`src/hw/sar_adc_regs.vh`:
```
// Constants for the serial successive-approximation converter control block.
// Assumes inclusion by bare name; definitions only.
`ifndef SAR_ADC_REGS_VH
`define SAR_ADC_REGS_VH

// ------------------------------------------------------------
// Frame layout, in serial clock falling edges
// ------------------------------------------------------------
`define RESULT_BITS 12
`define FALL_NULL 4'h2
// Reset levels of the synchronised pins, equal to their idle levels
`define SELECT_IDLE 1'h1
`define SCLK_IDLE 1'h1
`define CODE_ZERO 12'h000
`define CODE_MID_LOW 12'h7FF
`define CODE_MID 12'h800
`define CODE_FULL 12'hFFF

`endif

```
`src/hw/pin_sync.v`:
```
// Three-stage pin synchroniser with agreement filter.
// Assumes one system clock; input is asynchronous.
`timescale 1ns/1ps
module pin_sync (
    input wire clock,
    input wire rst_n,
    input wire pin,
    input wire reset_value,
    output reg level
);
    reg s1;
    reg s2;
    reg s3;

    // ------------------------------------------------------------
    // Capture chain
    // ------------------------------------------------------------
    // First stage feeds only the second, to keep metastability contained
    // Reset loads the pin's idle level, so no false edge follows reset
    always @(posedge clock) begin
        if (!rst_n) begin
            s1 <= reset_value;
            s2 <= reset_value;
            s3 <= reset_value;
            level <= reset_value;
        end else begin
            s1 <= pin;
            s2 <= s1;
            s3 <= s2;
            if (s2 == s3) begin
                level <= s3; // Change counts once stages two and three agree
            end
        end
    end
endmodule // pin_sync

```
`src/hw/sar_adc_control.v`:
```
// Digital control of a 12-bit serial successive-approximation converter.
// Assumes host drives select_n and serial_bit_clock as pins, sampled on clock;
// comparator is an input from the analog section, valid one period after trial.
`timescale 1ns/1ps
`include "sar_adc_regs.vh"

// What this block does
// - The result is straight binary, from all zeros at zero input up to FFF at full scale.
// - The analog part powers down when a conversion has finished, and the whole converter whenever select is high.
// - After a finished conversion with select low only the analog part sleeps; full shutdown needs select high.
// - The host may end a conversion early by raising select, and each bit is output as soon as decided.
// - Each serial clock period of the MSB pass makes one bit decision and outputs that same bit.
// - After the null bit the 12 bits go out MSB first, then bits 1 to 11 LSB first, then the output floats.
// - Bits launch on the falling serial clock edge and the host samples on the rising edge.
module sar_adc_control #(
    parameter BITS = `RESULT_BITS
) (
    input wire clock,
    input wire rst_n,
    input wire select_n,
    input wire serial_bit_clock,
    input wire comparator,
    output reg data_out,
    output reg data_out_en,
    output reg [BITS-1:0] trial_code,
    output reg sample_en,
    output reg analog_on,
    output reg digital_on,
    output reg [BITS-1:0] result,
    output reg result_valid
);
    // ------------------------------------------------------------
    // Frame phases
    // ------------------------------------------------------------
    // Binary coded; idle is also the phase taken at reset
    localparam [2:0] PHASE_IDLE = 3'h0;
    localparam [2:0] PHASE_SAMPLE = 3'h1;
    localparam [2:0] PHASE_NULL = 3'h2;
    localparam [2:0] PHASE_MSB = 3'h3;
    localparam [2:0] PHASE_LSB = 3'h4;
    localparam [2:0] PHASE_DONE = 3'h5;

    // ------------------------------------------------------------
    // Internal state
    // ------------------------------------------------------------
    // Synchronised pin levels and their copies one clock older
    wire sel_n;
    wire sclk;
    reg sclk_d;
    reg sel_d;
    // Frame progress: phase, clock falls while sampling, bit under work
    reg [2:0] phase;
    reg [3:0] falls;
    reg [3:0] index;
    // Bits decided so far; the bit under trial is not valid here yet
    reg [BITS-1:0] code;
    // Set while select is seen high, so a start needs a fresh select fall
    reg armed;

    // ------------------------------------------------------------
    // Pin synchronisers
    // ------------------------------------------------------------
    pin_sync u_sel (
        .clock(clock),
        .rst_n(rst_n),
        .pin(select_n),
        .reset_value(`SELECT_IDLE),
        .level(sel_n)
    );
    pin_sync u_sclk (
        .clock(clock),
        .rst_n(rst_n),
        .pin(serial_bit_clock),
        .reset_value(`SCLK_IDLE),
        .level(sclk)
    );

    wire sclk_fall = sclk_d & ~sclk;
    wire sel_fall = sel_d & ~sel_n;

    // ------------------------------------------------------------
    // Helper functions
    // ------------------------------------------------------------
    // Bit at position i of the code, used for the LSB pass
    function pick;
        input [BITS-1:0] value;
        input [3:0] pos;
        begin
            pick = value[pos];
        end
    endfunction

    // One-hot mask for one bit position of the trial code
    function [BITS-1:0] bit_mask;
        input [3:0] pos;
        begin
            bit_mask = {{(BITS-1){1'b0}}, 1'b1} << pos;
        end
    endfunction

    // Keep the decision at pos and put the next lower bit on trial.
    // Only valid for pos above zero; the last decision ends the MSB pass.
    function [BITS-1:0] next_trial;
        input [BITS-1:0] trial;
        input [3:0] pos;
        input decision;
        begin
            next_trial = (trial & ~bit_mask(pos))
                | ({{(BITS-1){1'b0}}, decision} << pos)
                | bit_mask(pos - 4'h1);
        end
    endfunction

    // Final code: the decided upper bits joined with the last decision
    function [BITS-1:0] final_code;
        input [BITS-1:0] decided;
        input last;
        begin
            final_code = {decided[BITS-1:1], last};
        end
    endfunction

    // ------------------------------------------------------------
    // Frame sequencer
    // ------------------------------------------------------------
    // Select acts as both reset and start; the edge copies reset to the
    // idle pin levels, so reset alone never looks like a select fall.
    always @(posedge clock) begin
        if (!rst_n) begin
            sclk_d <= `SCLK_IDLE;
            sel_d <= `SELECT_IDLE;
            phase <= PHASE_IDLE;
            falls <= 4'h0;
            index <= 4'h0;
            code <= {BITS{1'b0}};
            trial_code <= {BITS{1'b0}};
            armed <= 1'b0;
            data_out <= 1'b0;
            data_out_en <= 1'b0;
            sample_en <= 1'b0;
            analog_on <= 1'b0;
            digital_on <= 1'b0;
            result <= {BITS{1'b0}};
            result_valid <= 1'b0;
        end else begin
            sclk_d <= sclk;
            sel_d <= sel_n;
            result_valid <= 1'b0;
            if (sel_n) begin
                // Abandon any frame and shut everything down
                phase <= PHASE_IDLE;
                data_out_en <= 1'b0;
                data_out <= 1'b0;
                sample_en <= 1'b0;
                analog_on <= 1'b0;
                digital_on <= 1'b0; // Full shutdown only while select high
                armed <= 1'b1; // Select seen high; next fall may start
            end else if (sel_fall && armed) begin
                // Start: sample until the second clock fall
                phase <= PHASE_SAMPLE;
                falls <= 4'h0;
                armed <= 1'b0;
                sample_en <= 1'b1;
                analog_on <= 1'b1;
                digital_on <= 1'b1;
                code <= {BITS{1'b0}};
                trial_code <= {1'b1, {(BITS-1){1'b0}}};
            end else if (sclk_fall) begin
                // Between start and abort, outputs change on the falling clock edge; result_valid clears a clock later
                case (phase)
                    PHASE_SAMPLE: begin
                        falls <= falls + 4'h1;
                        if (falls + 4'h1 == `FALL_NULL) begin
                            // Output enabled with a low null bit
                            sample_en <= 1'b0;
                            data_out_en <= 1'b1;
                            data_out <= 1'b0;
                            phase <= PHASE_NULL;
                            index <= BITS[3:0] - 4'h1;
                        end
                    end
                    PHASE_NULL, PHASE_MSB: begin
                        // Decide current bit and drive it out at once
                        code[index] <= comparator;
                        data_out <= comparator; // MSB first pass
                        if (index == 4'h0) begin
                            // Straight binary code, no offset or sign change
                            result <= final_code(code, comparator);
                            result_valid <= 1'b1;
                            trial_code <= final_code(code, comparator);
                            analog_on <= 1'b0; // Analog sleeps, digital keeps running
                            phase <= PHASE_LSB;
                            index <= 4'h1;
                        end else begin
                            trial_code <= next_trial(trial_code, index, comparator);
                            index <= index - 4'h1;
                            phase <= PHASE_MSB;
                        end
                    end
                    PHASE_LSB: begin
                        // Repeat result LSB first, ending with the top bit
                        if (index == BITS[3:0]) begin
                            data_out_en <= 1'b0;
                            data_out <= 1'b0;
                            phase <= PHASE_DONE;
                        end else begin
                            data_out <= pick(result, index);
                            index <= index + 4'h1;
                        end
                    end
                    PHASE_DONE: begin
                        // Further clocks have no effect until select cycles
                        phase <= PHASE_DONE;
                    end
                    default: begin
                        phase <= PHASE_IDLE;
                    end
                endcase
            end
        end
    end
endmodule // sar_adc_control

```
`config.mk`:
```
export PLATFORM = sky130hd
export DESIGN_NAME = sar_adc_control
export DESIGN_NICKNAME = d
export VERILOG_FILES = /design/src/hw/pin_sync.v /design/src/hw/sar_adc_control.v
export VERILOG_INCLUDE_DIRS = /design/src /design/src/hw
export SDC_FILE = /design/constraint.sdc
export NUM_CORES = 1
export LEC_CHECK = 0
export BUFFER_PORTS_ARGS = -buffer_cell sky130_fd_sc_hd__buf_4
export CELL_PAD_IN_SITES_DETAIL_PLACEMENT = 2
export CELL_PAD_IN_SITES_GLOBAL_PLACEMENT = 2
export CORE_MARGIN = 1.5
export CORE_UTILIZATION = 33
export CTS_BUF_LIST = sky130_fd_sc_hd__clkbuf_8
export DETAILED_ROUTE_END_ITERATION = 7
export PLACE_DENSITY = 0.88
export SYNTH_ARGS = -nofsm -noshare
export SYNTH_HDL_FRONTEND = slang
export SYNTH_SLANG_ARGS = --single-unit
```
`constraint.sdc`:
```
create_clock -name clock -period 1.76 [get_ports clock]
set_input_delay 0.176 -clock clock [delete_from_list [all_inputs] [get_ports clock]]
set_output_delay 0.176 -clock clock [all_outputs]
set_load 0.1 [all_outputs]
```
==> summary.txt <==
Synth
  – Seq cells post-synth: 63
  – Mapped Area: 3500 µm²
  – Fraction of registers with async set/reset: 0
  – Largest area contributor in the netlist: dfxtp_1
  – Yosys cell types: 71
  – Ys Warns: 0
  – Most frequent cells after synthesis: dfxtp_1, nand2_1, a21oi_1
  – Count leader, synth: dfxtp_1
  – Synth Flop Type: dfxtp_1
  – Mean Syn Cell Area: around 8.3 µm²
  – Post-synth top area share: 0.360
  – Synth area leaders: dfxtp_1, a21oi_1, nand2_1
  – Register area share after synthesis: 0.360
  – Post-synth EDFFs: 0
  – Synth Net Count: 434
  – Post-Syn Instances: 420

Critical path
  – Worst Path Buf+Inv: 1
  – CP required: 1.99 ns
  – Worst path cell trace: buf_6, mux4_2, mux2i_1, nor3_1, a221oi_2, a211oi_2
  – Crit end category: register
  – CP delay by family, top: multiplexers
  – CP max stage delay: 0.49 ns
  – Worst Path Max Fanout: 4
  – Setup crit start kind: register
  – Critical-path top delay cell: mux4_2
  – Type of the worst setup path: reg2reg
  – Critical path data arrival time: 2.02 ns

Clock network
  – Clock Tree Root: clkbuf_8
  – H-tree levels: 3
  – Maximum root-to-sink buffer count: 2
  – Reg clk slew, reported paths: 0.08 ns
  – Cts bufs inserted: 9
  – CTS tree: done
  – Clock net sink count: 63
  – Worst-Skew Late Latency: 0.36 ns

Finish
  – Area grow syn2layout: 32.5%
  – # diodes: 0
  – Final #Nets: 496
  – Share of cells above drive strength 1: 0.376
  – Layout fillers: 1,105

Die
  – Die Span X: 106 µm
  – Row count: 37
  – Total die area: 11,200 µm²
  – Die H: between 100 and 150 µm
  – Initial core utilization: 0.339
  – Core area: just over 10,000 µm²
  – # IOs: 35

Pwr
  – Clk pwr share: 0.463
  – Switching pwr: 0.747 mW
  – Leak: ~1.8 nW
  – Seq pwr share: 0.504
  – Switch share: 0.263
  – Combinational share of power: 0.033
  – Worst VDD drop: about 0.53 mV
  – Power Dens Cells: 613 nW/µm²
  – Cell Int Power: between 2 and 2.5 mW

Routing
  – Vias per std cell: 6.28
  – DR iter-0 viols: 282
  – Drt wl/cell: 27.2 µm
  – Vias: 3,913
  – DRC: 0
  – Antenna-violating nets left: 0
  – WL final: 17.0 mm
  – DRT Pass-1 Iters: 5

Global route
  – First-pass GRT wire length: 24.2 mm
  – Congestion Overflow GR: 0
  – Gr usage total: 0.289
  – Initial antenna violation count: 0
  – Pin count of the biggest net entering global routing: 29
  – Vias in the first global route: slightly above 4,000

Placement
  – Final HPWL DP: 10.4 mm
  – Port Buffers: 34
  – Gpl congestion: 0.869

Timing
  – Max Clk Rate: ~560 MHz
  – Final TNS setup: -0.0569 ns
  – Fin. max-slew vios: 0
  – Tmin final: about 1.8 ns
  – Hold Slack: 0.0238 ns
  – Finish-stage setup viols: 3
  – Worst Clk Skew: 0.0154 ns
  – Fin crit share: 1.02
  – Final Worst Setup Slack: -0.0293 ns
  – Slew at the pin with the worst max-slew slack: 0.474 ns
  – Final Hold Fails: 0
  – Slew headroom: 0.683
  – Unrepaired setup endpoints after global routing: yes

Flow run
  – Max cap viols: 0

Run status
  – Failing checks: negative setup slack
  – Status: complete, but fails checks

Hold path
  – Hold WC Path Type: in2reg
[cells in the final DEF (no fill, tap or decap), types with 3 or more instances in the layout]
cell / instances
nor2_1: 23
o21ai_2: 5
or3b_4: 3
nand2b_1: 10
clkinv_2: 3
ha_4: 5
dfxtp_1: 48
mux4_2: 3
inv_2: 4
a32o_1: 6
nor2b_1: 4
a221oi_2: 7
buf_6: 3
inv_1: 4
and3_1: 5
o211ai_1: 3
a21oi_1: 44
a221oi_1: 4
clkbuf_8: 9
nor2_2: 3
nand3_1: 8
dfxtp_2: 13
nand3_2: 4
o21ai_0: 29
o21ai_1: 15
nor3_1: 3
nand2b_2: 4
buf_4: 71
and2_1: 3
o21a_1: 5
nand2_1: 56
[cells by family (layout without fill, tap and decap cells)]
kind of cell | count (synthesis) | in the layout | synth area share
adders and majority gates | 9 | 9 | 0.0321
DFF | 63 | 63 | 0.360
buffers and inverters | 36 | 103 | 0.0486
and+or+nand+nor | 159 | 159 | 0.262
AOI/OAI and AO/OA | 146 | 146 | 0.266
muxes | 7 | 7 | 0.0314
[registers in the layout, summed over array words and instances (netlist names), 3 cells and up]
signal and cells:
phase 3, trial_code 12, result 12, code 11, falls 4, index 4
[final timing paths]
| kind | startpoint | endpoint | slack (ns) | cells after the start |
|---|---|---|---|---|
| max | index[0]$_SDFFE_PN0P_ | data_out$_SDFFE_PP0P_ | -0.03 | 6 |
| min | select_n | u_sel.s1$_SDFF_PN1_ | 0.02 | 2 |
| max reg2reg | index[0]$_SDFFE_PN0P_ | data_out$_SDFFE_PP0P_ | -0.03 | 6 |
| min reg2reg | u_sclk.s1$_SDFF_PN1_ | u_sclk.s2$_SDFF_PN1_ | 0.43 | 1 |
[per-stage QoR]
stage | area [µm²] | worst slack, ns | utilization | total power, mW | std cells
floorplan | 3540 | -0.0424 | - | 1.52 | 420
global placement | 4140 | -0.0177 | 0.401 | 1.55 | 602
detailed placement | 4140 | -0.102 | 0.401 | 1.55 | 602
CTS | 4450 | 0.00176 | 0.431 | 2.84 | 620
global route | 4640 | -0.0924 | 0.450 | 2.93 | 623
finish | 4640 | -0.0293 | 0.450 | 2.85 | 623
[timing repair]
item / in CTS / in global routing
hold buffers: 1 / 0
gates resized for setup: 34 / 45
hold endpoints to repair: 1 / 0
pin swaps: 1 / 9
gates cloned: 1 / 0
setup buffers: 0 / 3
endpoints found under the setup margin: 37 / 37
[metal layers]
| metal | global-route usage | vias to the layer above | share of wire |
|---|---|---|---|
| li1 | - | 1650 | - |
| met5 | 0 | - | 0 |
| met3 | 0.0625 | 71 | 0.061 |
| met1 | 0.351 | 1990 | 0.40 |
| met2 | 0.488 | 202 | 0.49 |
| met4 | 0.137 | 0 | 0.041 |
[power groups by stage]
stage                     clock network, mW  registers [mW]  logic [mW]
after floorplan                           0            1.47      0.0487
after global placement                    0            1.47      0.0776
after detailed placement                  0            1.47      0.0829
after CTS                              1.32            1.44      0.0901
after global routing                   1.40            1.43      0.0992
final                                  1.32            1.43      0.0949
[layout make-up]
| class | count | area [µm²] | area share |
|---|---|---|---|
| Multi-Input combinational cell | 321 | 2330 | 0.502 |
| Timing Repair Buffer | 79 | 637 | 0.137 |
| Sequential cell | 63 | 1280 | 0.277 |
| Clock buffer | 9 | 124 | 0.0267 |
| Tap cell | 136 | 170 | 0.0366 |
| Clock inverter | 7 | 65.1 | 0.0140 |
| Inverter | 8 | 32.5 | 0.00701 |
Note: power is estimated with default switching activity, not from simulation.
